## config.mk

```make
export PLATFORM = sky130hd
export DESIGN_NAME = ssp_sync_serial_port
export DESIGN_NICKNAME = d
export VERILOG_FILES = /design/src/hdl/ssp_pkg.sv /design/src/hdl/ssp_bit_if.sv /design/src/hdl/ssp_sync2.sv /design/src/hdl/ssp_clkgen.sv /design/src/hdl/ssp_sync_serial_port.sv
export VERILOG_INCLUDE_DIRS = /design/src /design/src/hdl
export SDC_FILE = /design/constraint.sdc
export NUM_CORES = 1
export LEC_CHECK = 0
export BUFFER_PORTS_ARGS = -buffer_cell sky130_fd_sc_hd__buf_2
export CAP_MARGIN = 5
export CORE_ASPECT_RATIO = 2
export CORE_MARGIN = 3
export CORE_UTILIZATION = 40
export DETAILED_ROUTE_END_ITERATION = 12
export GPL_TIMING_DRIVEN = 0
export SLEW_MARGIN = 40
export SYNTH_ARGS = -nofsm -noshare
export SYNTH_HDL_FRONTEND = slang
export SYNTH_SLANG_ARGS = --single-unit
```

## constraint.sdc

```tcl
create_clock -name clk -period 20.2 [get_ports clk]
set_input_delay 2.02 -clock clk [delete_from_list [all_inputs] [get_ports clk]]
set_output_delay 2.02 -clock clk [all_outputs]
set_load 0.02 [all_outputs]
```

## src/hdl/ssp_consts.svh

```systemverilog
`ifndef SSP_CONSTS_SVH
`define SSP_CONSTS_SVH

// ----------------------------------------------------------------
// register port
// ----------------------------------------------------------------
`define SSP_ADDR_W 5
`define SSP_DATA_W 16

// ----------------------------------------------------------------
// register offsets
// ----------------------------------------------------------------
`define SSP_OFS_TRANSMIT_DATA 5'h00
`define SSP_OFS_RECEIVE_DATA 5'h02
`define SSP_OFS_CONTROL_AND_STATUS 5'h04
`define SSP_OFS_SECOND_CONTROL 5'h06
`define SSP_OFS_TRANSMIT_CONTROL 5'h08
`define SSP_OFS_RECEIVE_CONTROL 5'h0a
`define SSP_OFS_TIME_SLOT 5'h0c
`define SSP_OFS_FIFO_CONTROL_STATUS 5'h0e
`define SSP_OFS_TEST_CONTROL 5'h10
`define SSP_OFS_OPTION_CONTROL 5'h12
`define SSP_OFS_TX_SLOT_MASK_LOW 5'h14
`define SSP_OFS_TX_SLOT_MASK_HIGH 5'h16
`define SSP_OFS_RX_SLOT_MASK_LOW 5'h18
`define SSP_OFS_RX_SLOT_MASK_HIGH 5'h1a
`define SSP_OFS_FRAME_STATUS 5'h1c

// ----------------------------------------------------------------
// field positions
// ----------------------------------------------------------------
`define SSP_CS_TX_EMPTY 0
`define SSP_CS_RX_FULL 1
`define SSP_CS_RX_OVERRUN 2
`define SSP_CS_TX_UNDERRUN 3
`define SSP_CS_LOCKED 4
`define SSP_CS_SHARED_TIMING 8
`define SSP_SC2_SHIFT_ORDER 0
`define SSP_SC2_NETWORK 1
`define SSP_SC2_HALF_MSB 15
`define SSP_SC2_HALF_LSB 8
`define SSP_TXC_DC_MSB 4
`define SSP_TXC_DC_LSB 0
`define SSP_TXC_WL_MSB 6
`define SSP_TXC_WL_LSB 5
`define SSP_TXC_PORT_ENABLE 7
`define SSP_TXC_TX_CLOCK_DIR 8
`define SSP_TXC_FRAME_WORD 9
`define SSP_TXC_FRAME_EARLY 10
`define SSP_RXC_RX_CLOCK_DIR 8
`define SSP_SOR_TX_FRAME_DIR 0
`define SSP_SOR_RX_FRAME_DIR 1

// ----------------------------------------------------------------
// word length codes and last bit index
// ----------------------------------------------------------------
`define SSP_WL_8 2'h0
`define SSP_WL_10 2'h1
`define SSP_WL_12 2'h2
`define SSP_WL_16 2'h3
`define SSP_LAST_8 4'h7
`define SSP_LAST_10 4'h9
`define SSP_LAST_12 4'hb
`define SSP_LAST_16 4'hf

// ----------------------------------------------------------------
// synchroniser width: bit clock, frame pulse, serial in
// ----------------------------------------------------------------
`define SSP_SYNC_W 3

`endif

```

## src/hdl/ssp_pkg.sv

```systemverilog
package ssp_pkg;

  // ----------------------------------------------------------------
  // engine states
  // ----------------------------------------------------------------
  typedef enum logic {SSP_IDLE, SSP_RUN} ssp_state_e;

  // ----------------------------------------------------------------
  // port state
  // ----------------------------------------------------------------
  typedef struct packed {
    ssp_state_e state;
    logic [15:0] tx_data;
    logic tx_full;
    logic [15:0] tx_word;
    logic tx_act;
    logic ser_out;
    logic tue;
    logic [15:0] rx_data;
    logic [15:0] rx_shift;
    logic rdf;
    logic roe;
    logic syn;
    logic [15:0] ctrl2;
    logic [15:0] txc;
    logic [15:0] rxc;
    logic [15:0] fifo_cs;
    logic [15:0] test_c;
    logic [15:0] opt;
    logic [31:0] tmask;
    logic [31:0] rmask;
    logic [15:0] rdata;
    logic [3:0] cnt;
    logic [4:0] slot;
    logic locked;
    logic pend_align;
    logic sck_prev;
    logic fs_prev;
    logic fs_out;
  } ssp_top_s;

  // ----------------------------------------------------------------
  // bit clock generator state
  // ----------------------------------------------------------------
  typedef struct packed {
    logic [7:0] cnt;
    logic sck;
    logic rise;
    logic fall;
  } ssp_clk_s;

endpackage : ssp_pkg

```

## src/hdl/ssp_bit_if.sv

```systemverilog
`timescale 1ns/1ps

// internal bit clock level and its edge pulses
interface ssp_bit_if;
  logic sck;
  logic rise;
  logic fall;
  modport gen (output sck, output rise, output fall);
  modport sink (input sck, input rise, input fall);
endinterface : ssp_bit_if

```

## src/hdl/ssp_sync2.sv

```systemverilog
`timescale 1ns/1ps

module ssp_sync2 #(
  parameter int W = 3
) (
  // clock and reset
  input wire logic clk,
  input wire logic rst,
  // levels
  input wire logic [W-1:0] async_in,
  output logic [W-1:0] sync_out
);

  typedef struct packed {
    logic [W-1:0] meta;
    logic [W-1:0] stable;
  } ssp_sync_s;

  ssp_sync_s st_reg;
  ssp_sync_s st_next;

  // meta feeds only the second stage
  always_comb begin
    st_next.meta = async_in;
    st_next.stable = st_reg.meta;
  end

  always_ff @(posedge clk or posedge rst) begin
    if (rst) begin
      st_reg <= '0;
    end else begin
      st_reg <= st_next;
    end
  end

  assign sync_out = st_reg.stable;

endmodule : ssp_sync2

```

## src/hdl/ssp_clkgen.sv

```systemverilog
`timescale 1ns/1ps

module ssp_clkgen
  import ssp_pkg::*;
(
  // clock and reset
  input wire logic clk,
  input wire logic rst,
  // control
  input wire logic run,
  input wire logic [7:0] half,
  // generated bit clock
  ssp_bit_if.gen bits
);

  ssp_clk_s st_reg;
  ssp_clk_s st_next;

  // stopped means low, so a gated burst always starts from rest
  always_comb begin
    st_next = st_reg;
    st_next.rise = 1'b0;
    st_next.fall = 1'b0;
    if (!run) begin
      st_next.cnt = 8'h00;
      st_next.sck = 1'b0;
    end else if (st_reg.cnt == half) begin
      st_next.cnt = 8'h00;
      st_next.sck = ~st_reg.sck;
      st_next.rise = ~st_reg.sck;
      st_next.fall = st_reg.sck;
    end else begin
      st_next.cnt = st_reg.cnt + 8'h01;
    end
  end

  always_ff @(posedge clk or posedge rst) begin
    if (rst) begin
      st_reg <= '0;
    end else begin
      st_reg <= st_next;
    end
  end

  assign bits.sck = st_reg.sck;
  assign bits.rise = st_reg.rise;
  assign bits.fall = st_reg.fall;

endmodule : ssp_clkgen

```

## src/hdl/ssp_sync_serial_port.sv

```systemverilog
// Notes on behaviour
// - only shared timing: receive runs on the transmit clock and frame pulse
// - transmit bit clock and frame pulse pins serve both directions
// - receive clock and frame pins are unused and released to general io
// - gated mode: clock toggles only during a word, rests low otherwise
// - gated mode uses no frame pulse; frame pins are released
// - frame pulse is one bit long or one word long, as configured
// - frame pulse starts one bit early or with the first data bit
// - serial out is driven only while a word shifts, else released
// - serial out released after reset since port enable resets low
// - clock and frame pins are inputs after reset
// - clock dir, frame dir and shared select high, rx clock dir low: device drives both
// - both directions low, shared select high: far end drives clock and frame
// - rx and tx clock dirs high with shared select: device drives gated clock
// - word length is 8, 10, 12 or 16 bits
// - network mode shares the port over up to thirty-two slots
// - transmit data write only, receive data read only, shifters unmapped
// - word length code 00, 01, 10, 11 selects 8, 10, 12, 16 bits
// - shift order bit picks msb or lsb first; words left-justified
// - received short words have their low unused bits zero
//
// Our own choice: the strobed register port.
`timescale 1ns/1ps
`include "ssp_consts.svh"

module ssp_sync_serial_port
  import ssp_pkg::*;
(
  // clock and reset
  input wire logic clk,
  input wire logic rst,
  // register port
  input wire logic [`SSP_ADDR_W-1:0] reg_addr,
  input wire logic [`SSP_DATA_W-1:0] reg_wdata,
  input wire logic reg_write,
  input wire logic reg_read,
  output logic [`SSP_DATA_W-1:0] reg_rdata,
  // shared bit clock pin
  input wire logic tx_bit_clock_pin_level,
  output logic tx_bit_clock_pin_drive,
  output logic tx_bit_clock_pin_oe,
  // shared frame pulse pin
  input wire logic tx_frame_pulse_pin_level,
  output logic tx_frame_pulse_pin_drive,
  output logic tx_frame_pulse_pin_oe,
  // serial data pins
  output logic serial_out_pin_drive,
  output logic serial_out_pin_oe,
  input wire logic serial_in_pin,
  // pins handed to general io: {frame pins, rx frame pin, rx clock pin}
  output logic [2:0] pins_released
);

  // ----------------------------------------------------------------
  // state and decode
  // ----------------------------------------------------------------
  ssp_top_s st_reg;
  ssp_top_s st_next;
  ssp_bit_if bit_bus ();

  logic enabled;
  logic gated;
  logic int_clk;
  logic int_fs;
  logic fs_word;
  logic fs_early;
  logic lsb_first;
  logic network;
  logic [3:0] wl_m1;
  logic [4:0] dc;
  logic [`SSP_SYNC_W-1:0] pins_sync;
  logic sck_s;
  logic fs_s;
  logic rx_s;
  logic bit_rise;
  logic bit_fall;
  logic clk_run;

  // engine scratch, assigned at the top of the comb process
  logic [3:0] cnt_n;
  logic [4:0] slot_n;
  logic [3:0] cnt_s;
  logic [4:0] slot_s;
  logic [15:0] rx_word;
  logic rx_done;
  logic roe_set;
  logic tue_set;
  logic fs_start;
  logic first_bit;
  logic last_bit;

  // no shared select means no timing at all: async mode is absent
  assign enabled = st_reg.txc[`SSP_TXC_PORT_ENABLE] & st_reg.syn;
  assign int_clk = st_reg.txc[`SSP_TXC_TX_CLOCK_DIR];
  assign gated = int_clk & st_reg.rxc[`SSP_RXC_RX_CLOCK_DIR];
  assign int_fs = st_reg.opt[`SSP_SOR_TX_FRAME_DIR];
  assign fs_word = st_reg.txc[`SSP_TXC_FRAME_WORD];
  assign fs_early = st_reg.txc[`SSP_TXC_FRAME_EARLY];
  assign lsb_first = st_reg.ctrl2[`SSP_SC2_SHIFT_ORDER];
  assign network = st_reg.ctrl2[`SSP_SC2_NETWORK];
  assign dc = st_reg.txc[`SSP_TXC_DC_MSB:`SSP_TXC_DC_LSB];

  // word length decode
  always_comb begin
    case (st_reg.txc[`SSP_TXC_WL_MSB:`SSP_TXC_WL_LSB])
      `SSP_WL_8: wl_m1 = `SSP_LAST_8;
      `SSP_WL_10: wl_m1 = `SSP_LAST_10;
      `SSP_WL_12: wl_m1 = `SSP_LAST_12;
      `SSP_WL_16: wl_m1 = `SSP_LAST_16;
      default: wl_m1 = `SSP_LAST_16;
    endcase
  end

  // position of bit number c within the left-justified word
  function automatic logic [3:0] bit_index(input logic [3:0] c, input logic [3:0] last, input logic lsb);
    bit_index = lsb ? (4'hf - last + c) : (4'hf - c);
  endfunction : bit_index

  // slot filter; outside network mode every word is taken
  function automatic logic slot_open(input logic [31:0] mask, input logic [4:0] s, input logic net);
    slot_open = ~net | ~mask[s];
  endfunction : slot_open

  // ----------------------------------------------------------------
  // pin synchronisers and bit timing source
  // ----------------------------------------------------------------
  ssp_sync2 #(
    .W(`SSP_SYNC_W)
  ) u_sync (
    .clk(clk),
    .rst(rst),
    .async_in({serial_in_pin, tx_frame_pulse_pin_level, tx_bit_clock_pin_level}),
    .sync_out(pins_sync)
  );

  assign sck_s = pins_sync[0];
  assign fs_s = pins_sync[1];
  assign rx_s = pins_sync[2];

  // gated bursts stop the generator between words
  assign clk_run = enabled & int_clk & (~gated | (st_reg.state == SSP_RUN));

  ssp_clkgen u_clkgen (
    .clk(clk),
    .rst(rst),
    .run(clk_run),
    .half(st_reg.ctrl2[`SSP_SC2_HALF_MSB:`SSP_SC2_HALF_LSB]),
    .bits(bit_bus)
  );

  // one clock edge source drives both directions
  assign bit_rise = enabled & (int_clk ? bit_bus.rise : (sck_s & ~st_reg.sck_prev));
  assign bit_fall = enabled & (int_clk ? bit_bus.fall : (~sck_s & st_reg.sck_prev));

  // ----------------------------------------------------------------
  // serial engine and register port
  // ----------------------------------------------------------------
  always_comb begin
    st_next = st_reg;
    cnt_n = st_reg.cnt;
    slot_n = st_reg.slot;
    cnt_s = st_reg.cnt;
    slot_s = st_reg.slot;
    rx_word = st_reg.rx_shift;
    rx_done = 1'b0;
    roe_set = 1'b0;
    tue_set = 1'b0;
    fs_start = 1'b0;
    first_bit = 1'b0;
    last_bit = 1'b0;
    st_next.sck_prev = sck_s;
    if (!enabled) begin
      // park counters so the first rise opens bit 0 of slot 0
      st_next.state = SSP_IDLE;
      st_next.cnt = 4'hf;
      st_next.slot = dc;
      st_next.locked = 1'b0;
      st_next.pend_align = 1'b0;
      st_next.tx_act = 1'b0;
      st_next.fs_out = 1'b0;
      st_next.fs_prev = 1'b0;
    end else begin
      if (int_fs || gated) begin
        st_next.locked = 1'b1;
      end
      // a gated burst starts only when a word is waiting
      if (gated && st_reg.state == SSP_IDLE && st_reg.tx_full) begin
        st_next.state = SSP_RUN;
      end
      // rising edge: next bit starts, output changes
      if (bit_rise) begin
        if (st_reg.pend_align || st_reg.cnt >= wl_m1) begin
          cnt_n = 4'h0;
          if (st_reg.pend_align || gated || st_reg.slot == dc) begin
            slot_n = 5'h00;
          end else begin
            slot_n = st_reg.slot + 5'h01;
          end
        end else begin
          cnt_n = st_reg.cnt + 4'h1;
        end
        st_next.cnt = cnt_n;
        st_next.slot = slot_n;
        st_next.pend_align = 1'b0;
        if (st_reg.pend_align) begin
          st_next.locked = 1'b1;
        end
        if (cnt_n == 4'h0) begin
          st_next.tx_act = 1'b0;
          if ((st_reg.locked || st_reg.pend_align) && slot_open(st_reg.tmask, slot_n, network)) begin
            if (st_reg.tx_full) begin
              st_next.tx_word = st_reg.tx_data;
              st_next.tx_full = 1'b0;
              st_next.tx_act = 1'b1;
            end else begin
              tue_set = 1'b1;
            end
          end
        end
        st_next.ser_out = st_next.tx_word[bit_index(cnt_n, wl_m1, lsb_first)];
        // device-made frame pulse, level changes with the bit
        first_bit = (cnt_n == 4'h0) && (slot_n == 5'h00);
        last_bit = (cnt_n == wl_m1) && (slot_n == dc);
        if (int_fs && !gated) begin
          if (fs_word) begin
            st_next.fs_out = fs_early ? (((slot_n == 5'h00) && (cnt_n != wl_m1)) || last_bit)
                                      : (slot_n == 5'h00);
          end else begin
            st_next.fs_out = fs_early ? last_bit : first_bit;
          end
        end
      end
      // falling edge: sample input, follow the far end's frame pulse
      if (bit_fall) begin
        if (!int_fs && !gated) begin
          fs_start = fs_s & ~st_reg.fs_prev;
          st_next.fs_prev = fs_s;
        end
        if (fs_start && fs_early) begin
          st_next.pend_align = 1'b1;
        end else if (fs_start) begin
          // a misaligned word was never started at the right edge; drop it
          if (st_reg.cnt != 4'h0 || st_reg.slot != 5'h00) begin
            st_next.tx_act = 1'b0;
          end
          cnt_s = 4'h0;
          slot_s = 5'h00;
          st_next.cnt = 4'h0;
          st_next.slot = 5'h00;
          st_next.locked = 1'b1;
        end
        if ((st_reg.locked || (fs_start && !fs_early)) && slot_open(st_reg.rmask, slot_s, network)) begin
          if (cnt_s == 4'h0) begin
            rx_word = 16'h0000;
          end
          rx_word[bit_index(cnt_s, wl_m1, lsb_first)] = rx_s;
          st_next.rx_shift = rx_word;
          if (cnt_s == wl_m1) begin
            st_next.rx_data = rx_word;
            st_next.rdf = 1'b1;
            rx_done = 1'b1;
            roe_set = st_reg.rdf;
          end
        end
        if (gated && cnt_s == wl_m1) begin
          st_next.state = SSP_IDLE;
          st_next.tx_act = 1'b0;
        end
      end
    end
    if (roe_set) begin
      st_next.roe = 1'b1;
    end
    if (tue_set) begin
      st_next.tue = 1'b1;
    end
    // reads: data stands for one cycle; a new event wins over a clear
    st_next.rdata = 16'h0000;
    if (reg_read) begin
      case (reg_addr)
        `SSP_OFS_RECEIVE_DATA: begin
          st_next.rdata = st_reg.rx_data;
          st_next.rdf = rx_done;
          st_next.roe = roe_set;
        end
        `SSP_OFS_CONTROL_AND_STATUS: begin
          st_next.rdata = {7'h00, st_reg.syn, 3'h0, st_reg.locked, st_reg.tue, st_reg.roe, st_reg.rdf,
                           ~st_reg.tx_full};
        end
        `SSP_OFS_SECOND_CONTROL: st_next.rdata = st_reg.ctrl2;
        `SSP_OFS_TRANSMIT_CONTROL: st_next.rdata = st_reg.txc;
        `SSP_OFS_RECEIVE_CONTROL: st_next.rdata = st_reg.rxc;
        `SSP_OFS_FIFO_CONTROL_STATUS: st_next.rdata = st_reg.fifo_cs;
        `SSP_OFS_TEST_CONTROL: st_next.rdata = st_reg.test_c;
        `SSP_OFS_OPTION_CONTROL: st_next.rdata = st_reg.opt;
        `SSP_OFS_TX_SLOT_MASK_LOW: st_next.rdata = st_reg.tmask[15:0];
        `SSP_OFS_TX_SLOT_MASK_HIGH: st_next.rdata = st_reg.tmask[31:16];
        `SSP_OFS_RX_SLOT_MASK_LOW: st_next.rdata = st_reg.rmask[15:0];
        `SSP_OFS_RX_SLOT_MASK_HIGH: st_next.rdata = st_reg.rmask[31:16];
        `SSP_OFS_FRAME_STATUS: st_next.rdata = {11'h000, st_reg.slot};
        default: st_next.rdata = 16'h0000; // write-only and unmapped read zero
      endcase
    end
    // writes: a word written while one is loaded replaces it; the loaded word is lost
    if (reg_write) begin
      case (reg_addr)
        `SSP_OFS_TRANSMIT_DATA: begin
          st_next.tx_data = reg_wdata;
          st_next.tx_full = 1'b1;
          st_next.tue = tue_set;
        end
        `SSP_OFS_CONTROL_AND_STATUS: st_next.syn = reg_wdata[`SSP_CS_SHARED_TIMING];
        `SSP_OFS_SECOND_CONTROL: st_next.ctrl2 = reg_wdata;
        `SSP_OFS_TRANSMIT_CONTROL: st_next.txc = reg_wdata;
        `SSP_OFS_RECEIVE_CONTROL: st_next.rxc = reg_wdata;
        `SSP_OFS_FIFO_CONTROL_STATUS: st_next.fifo_cs = reg_wdata;
        `SSP_OFS_TEST_CONTROL: st_next.test_c = reg_wdata;
        `SSP_OFS_OPTION_CONTROL: st_next.opt = reg_wdata;
        `SSP_OFS_TX_SLOT_MASK_LOW: st_next.tmask[15:0] = reg_wdata;
        `SSP_OFS_TX_SLOT_MASK_HIGH: st_next.tmask[31:16] = reg_wdata;
        `SSP_OFS_RX_SLOT_MASK_LOW: st_next.rmask[15:0] = reg_wdata;
        `SSP_OFS_RX_SLOT_MASK_HIGH: st_next.rmask[31:16] = reg_wdata;
        default: st_next.rdata = st_next.rdata; // time slot, read-only, unmapped: no effect
      endcase
    end
  end

  // all control state clears, so pins start as inputs and only the rx clock and rx frame pins released
  always_ff @(posedge clk or posedge rst) begin
    if (rst) begin
      st_reg <= '0;
    end else begin
      st_reg <= st_next;
    end
  end

  // ----------------------------------------------------------------
  // outputs
  // ----------------------------------------------------------------
  assign reg_rdata = st_reg.rdata;
  assign tx_bit_clock_pin_drive = bit_bus.sck;
  assign tx_bit_clock_pin_oe = int_clk;
  assign tx_frame_pulse_pin_drive = st_reg.fs_out;
  assign tx_frame_pulse_pin_oe = int_fs & ~gated;
  assign serial_out_pin_drive = st_reg.ser_out;
  assign serial_out_pin_oe = st_reg.tx_act;
  assign pins_released = {gated, 1'b1, 1'b1};

endmodule : ssp_sync_serial_port

```

# == After elaboration in Yosys (flattened, before gate mapping) ==
# Cells that the tools add are included.
# totals
reg_bits,279
ram_bits,0
latchBits,0
wordCells,248
in_bits,28
memories,0
out_inout_bits,25
mem_bits_ro,0
# op_classes
bitwise,23
mux,100
n_reduce_logical,48
n_div,0
magnitude_cmp,6
n_addsub,8
n_shift,0
eq_ne,27
mul,0
# op_table
operator,count
one-hot mux 16 bit (13 select lines),1
two-way mux 16 bit,5
two-way mux 18 bit,4
two-way mux 1 bit,52
two-way mux 5 bit,8
two-way mux 4 bit,9
"== test 5 bit, second input constant",7
two-way mux 17 bit,2
two-way mux 11 bit,3
AND reduction 2 bit,15
two-way mux 10 bit,2
two-way mux 19 bit,1
bitwise mux 16 bit,1
one-hot mux 4 bit (4 select lines),1
"== test 5 x 4 -> 1 bit, second input constant",3
logical AND 1 bit,13
"less-than comparator 5 x 6 -> 1 bit, second input constant",2
"subtractor 4 bit, first input constant",3
AND 1 bit,10
binary-select mux 1 bit (select 5 bit),2
"== test 5 x 3 -> 1 bit, second input constant",2
== test 5 bit,2
logical NOT 5 bit,2
"less-than comparator 4 x 5 -> 1 bit, second input constant",2
30 further kinds,60

# == Depth between registers and ports, before layout ==
# logic_depth
depth_word,25
mapped_depth,19
depth_no_buf,18

# == Hierarchy ==
# A second synthesis with hierarchy kept.
# unflattened
cells_unflattened,1279
hier_area_um2,14602.8
# modules_own_cells
mod,area_per_inst_um2,seq_area_each_um2,cells_per_inst,n_inst
ssp_sync_serial_port,13885.8,6556.3,1218,1
ssp_clkgen,563.0,275.3,54,1
ssp_sync2,153.9,150.1,7,1

# == Worst setup path after synthesis ==
# OpenSTA, ideal clock, no wires.
# synth_path
kind,input to register
from,input port reg_addr[4]
to,register st_reg[245] (netlist bit)
arrival_ps,3939
required_time_ps,20075
stages,6
slack_ps,16137
path_buffers,3
setup_time_ps,125
path_cell_list,clkbuf_1 -> or3_1 -> or4b_2 -> clkbuf_1 -> clkbuf_1 -> mux2_2
# synth_between
elab_chain_len,2
# synth_rtl
element,line,rtl
start: declaration,ssp_sync_serial_port.sv:33,"input wire logic [`SSP_ADDR_W-1:0] reg_addr,"
logical NOT 5 bit,ssp_sync_serial_port.sv:306,case (reg_addr)
AND reduction 2 bit (no line),--,
end signal: assignment,ssp_sync_serial_port.sv:333,st_reg <= st_next;
end: declaration,ssp_sync_serial_port.sv:57,ssp_top_s st_reg;
# Every way passes these cells.
# A chain may end at the register's enable or synchronous reset.

# == Worst setup path after layout ==
# layout_path
from,register st_reg[163] (netlist bit)
to,register st_reg[233] (netlist bit)
# layout_between
elab_chain_len,16
elab_cells_between_ends,23
cone_classes,order compare (1); eq/ne (3); mux (13); bitwise (2); reduce/logical (4)
# layout_rtl
element,line,rtl
== test 2 bit (tied with other cells),ssp_sync_serial_port.sv:105,case (st_reg.txc[`SSP_TXC_WL_MSB:`SSP_TXC_WL_LSB])
one-hot mux 4 bit (4 select lines) (*),ssp_sync_serial_port.sv:105,
>= comparator 4 bit (*),ssp_sync_serial_port.sv:192,if (st_reg.pend_align || st_reg.cnt >= wl_m1) begin
logical OR 1 bit (*),ssp_sync_serial_port.sv:192,
two-way mux 5 bit,ssp_sync_serial_port.sv:192,
two-way mux 5 bit,ssp_sync_serial_port.sv:191,if (bit_rise) begin
two-way mux 5 bit,ssp_sync_serial_port.sv:172,if (!enabled) begin
binary-select mux 1 bit (select 5 bit),ssp_sync_serial_port.sv:121,slot_open = ~net | ~mask[s];
two-way mux 1 bit (implied by the code),ssp_sync_serial_port.sv:121,
inverter 1 bit,ssp_sync_serial_port.sv:121,
bitwise OR 1 bit,ssp_sync_serial_port.sv:121,
logical AND 1 bit,ssp_sync_serial_port.sv:210,"if ((st_reg.locked || st_reg.pend_align) && slot_open(st_reg.tmask, slot_n, network)) begin"
two-way mux 18 bit,ssp_sync_serial_port.sv:210,
two-way mux 18 bit (*),ssp_sync_serial_port.sv:208,if (cnt_n == 4'h0) begin
two-way mux 18 bit (*),ssp_sync_serial_port.sv:191,
two-way mux 18 bit (*),ssp_sync_serial_port.sv:172,
# Mark *: on every way between the ends. The rest lies on a longest branch, timed or not. The select of a mux whose other input is x is not followed.

==> reports/results.ini <==
[cts]
post-cts-setup-buffer-count = 0
hold_buffers = 0
cts_resized = 0
cts_max_path_buffers = 3
root_buffer = clkbuf_16
clock_sinks = 279
path_clk_slew_ps = 70
insertion_delay_ps = 540
htree_levels = 1
tritoncts = done
numCtsBuffers = 25

[yosys]
syn_area_per_cell_um2 = 11.5
synth_area_mm2 = 0.0143
synthDistinctLibCells = 69
synth_edf_count = 0
ys_seq_area_frac = 0.489
ys_top_cells_by_count = 279 x dfrtp_1, 228 x mux2_2, 88 x nand2_1
async_flop_share = 1.00
synth.area.top_cells = dfrtp_1 49%, mux2_2 18%, mux2i_1 2.8%
synth-seq-cells = 279
ys_dominant_reg_cell = dfrtp_1
synthCells = 1237
synth_top_area_frac = 0.489
synth.largest_area_cell = dfrtp_1
synth_warnings = 0
yosysMostFrequentCell = dfrtp_1

[routing]
detail_route.wl_per_cell_um = 27.1
drc = 0
routed_via_density = 6.01
firstDrtPassIters = 5
drt_iter0_drc = 744
wl_um = 48200
vias = 10700
ant_nets = 0

[sta]
drv_slew = 0
fin_hold_ws_ps = 353
final.setup.tns_ps = 0
fmax_mhz = 180
slew_headroom = 0.390
rsz0062_at_grt = no
hold_viol = 0
clock_skew_ps = 12.3
period_share = 0.275
min_period_ps = 5560
tightest_slew_ps = 915
worst_slack_ps = 14640
finalSetupViolations = 0

[setup_path]
path_cells = inv_1 -> ha_1 -> ha_1 -> o21ai_1 -> o21ai_1 -> clkbuf_1 -> nor2_1 -> nor2_2 -> o221ai_1 -> a21boi_0 -> o41ai_1 -> nand4bb_1 -> nor2_1 -> buf_2 -> mux2_2
start_kind = register
worstSetupPathType = register to register
r2r-start = st_reg[163]$_DFFE_PP0P_
crit_start = st_reg[163]$_DFFE_PP0P_
worstPathArrival_ps = 5980
worstPathMaxFanout = 10
cp_slowest_cell = nor2_1
critPathRequiredTime_ps = 20630
slowest_delay_ps = 720
end_kind = register

[placed_design]
dp_slack_ps = 14690
place.gp.congestion = 0.999
hpwl_um = 37300
dp.cells = 1736
portBuffers = 47

[layout]
regArea_mm2 = 0.00698
fillers = 3218
fin_cells = 1781
syn_to_final_growth_pct = 12.9
layout.nets = 1359
multi_input_area_mm2 = 0.00680
drive_gt1_frac = 0.286
largest_reg_flops = 232
n_antenna_cell = 0

[die]
die_area_mm2 = 0.0381
core-area_mm2 = 0.0351
start_util = 0.407
die_x_um = 140
rows = 97
pin_count = 53
die_h_um = 273

[global_route]
grt_pass1_vias = 11000
gr-usage-all-layers = 0.249
grt_antenna_before_repair = 1
grt_remaining_overflow = 0
grt_pass1_wl_um = 71200
grt_max_degree = 78

[hold_path]
min_path_type = register to register
worstHoldStart = u_sync.st_next[2]$_DFF_PP0_

[run_status]
status = finished, final reports clean

[pwr]
power.density_mw_per_mm2 = 102
vdd_ir_drop_max_mv = 0.0692
p_leak_nw = 7.19

[job]
cap_violations = 0

final timing paths:
check,to,slack [ps],cells after the start
setup / recovery,st_reg[233]$_DFFE_PP0P_,14640,15
min in group asynchronous,u_sync.st_next[1]$_DFF_PP0_,1400,2
hold / removal,u_sync.sync_out[2]$_DFF_PP0_,350,0
setup reg to reg,st_reg[233]$_DFFE_PP0P_,14640,15
hold reg to reg,u_sync.sync_out[2]$_DFF_PP0_,350,0
max in group asynchronous,st_reg[137]$_DFFE_PP0P_,17140,6
worst max-delay path: cells and delay by family, from the launching register on:
family	cells	cell delay, ps
flip-flops	1	450
AO/OA/AOI/OAI	5	1300
adder cells (fa/ha/maj)	2	610
multiplexers	1	370
buffers and inverters	3	1010
AND/OR/NAND/NOR	4	1700
per-stage QoR:
stage	util	area (um^2)	power, mW
2_1_floorplan	-	14300	0.977
3_3_place_gp	0.430	15100	1.12
3_5_place_dp	0.435	15300	1.14
4_1_cts	0.460	16100	1.65
5_1_grt	0.460	16100	1.72
6_report	0.460	16100	1.65
layer usage:
| layer | GRT usage | up-vias | part of all wire |
|---|---|---|---|
| li1 | - | 4721 | - |
| met5 | 0 | - | 0.00023 |
| met1 | 0.258 | 5448 | 0.34 |
| met3 | 0.0226 | 146 | 0.038 |
| met2 | 0.466 | 382 | 0.54 |
| met4 | 0.175 | 2 | 0.083 |
placed cells by master (no fill, tap or decap), types with 9 or more instances in the layout:
cell type  instances
mux2i_1           40
a221oi_1          39
a21oi_1           29
a22oi_1           13
a22o_1            23
a211oi_1           9
inv_1             23
buf_2             57
xor2_1            14
mux2_2           228
dfrtp_1          279
xnor2_1           23
o21ai_0           50
clkbuf_1          70
nand2b_1          11
nor3_1            11
ha_1              13
clkbuf_16         25
nand2_1           88
mux4_2            10
buf_4             20
a31oi_1           24
nor2_1            59
nand3_1           26
layout make-up:
class / instances / share of cell area
flip-flops and latches: 279 / 0.433
multi-input cells: 835 / 0.422
clock buffers: 32 / 0.0423
well taps: 445 / 0.0345
plain buffers: 100 / 0.0290
repair buffers: 53 / 0.0222
clock inverters: 13 / 0.0109
inverters: 24 / 0.00605
power by group:
part / switching [mW] / leakage, nW / internal (mW) / total [mW]
Sequential: 0.0747 / 3.63 / 0.635 / 0.710
Clock: 0.224 / 0.427 / 0.291 / 0.515
Combinational: 0.259 / 3.13 / 0.168 / 0.427
kinds of logic (layout without fill, tap and decap cells):
group,after synthesis,after routing,synth area share
multiplexers,283,283,0.228
flip-flops,279,279,0.489
AO/OA/AOI/OAI,251,251,0.126
AND/OR/NAND/NOR,247,247,0.0828
buffers and inverters,124,222,0.0389
XOR/XNOR,39,39,0.0239
adder cells (fa/ha/maj),13,13,0.0114
other,1,2,0.000263
No activity file was read; power rests on OpenSTA's default activity.
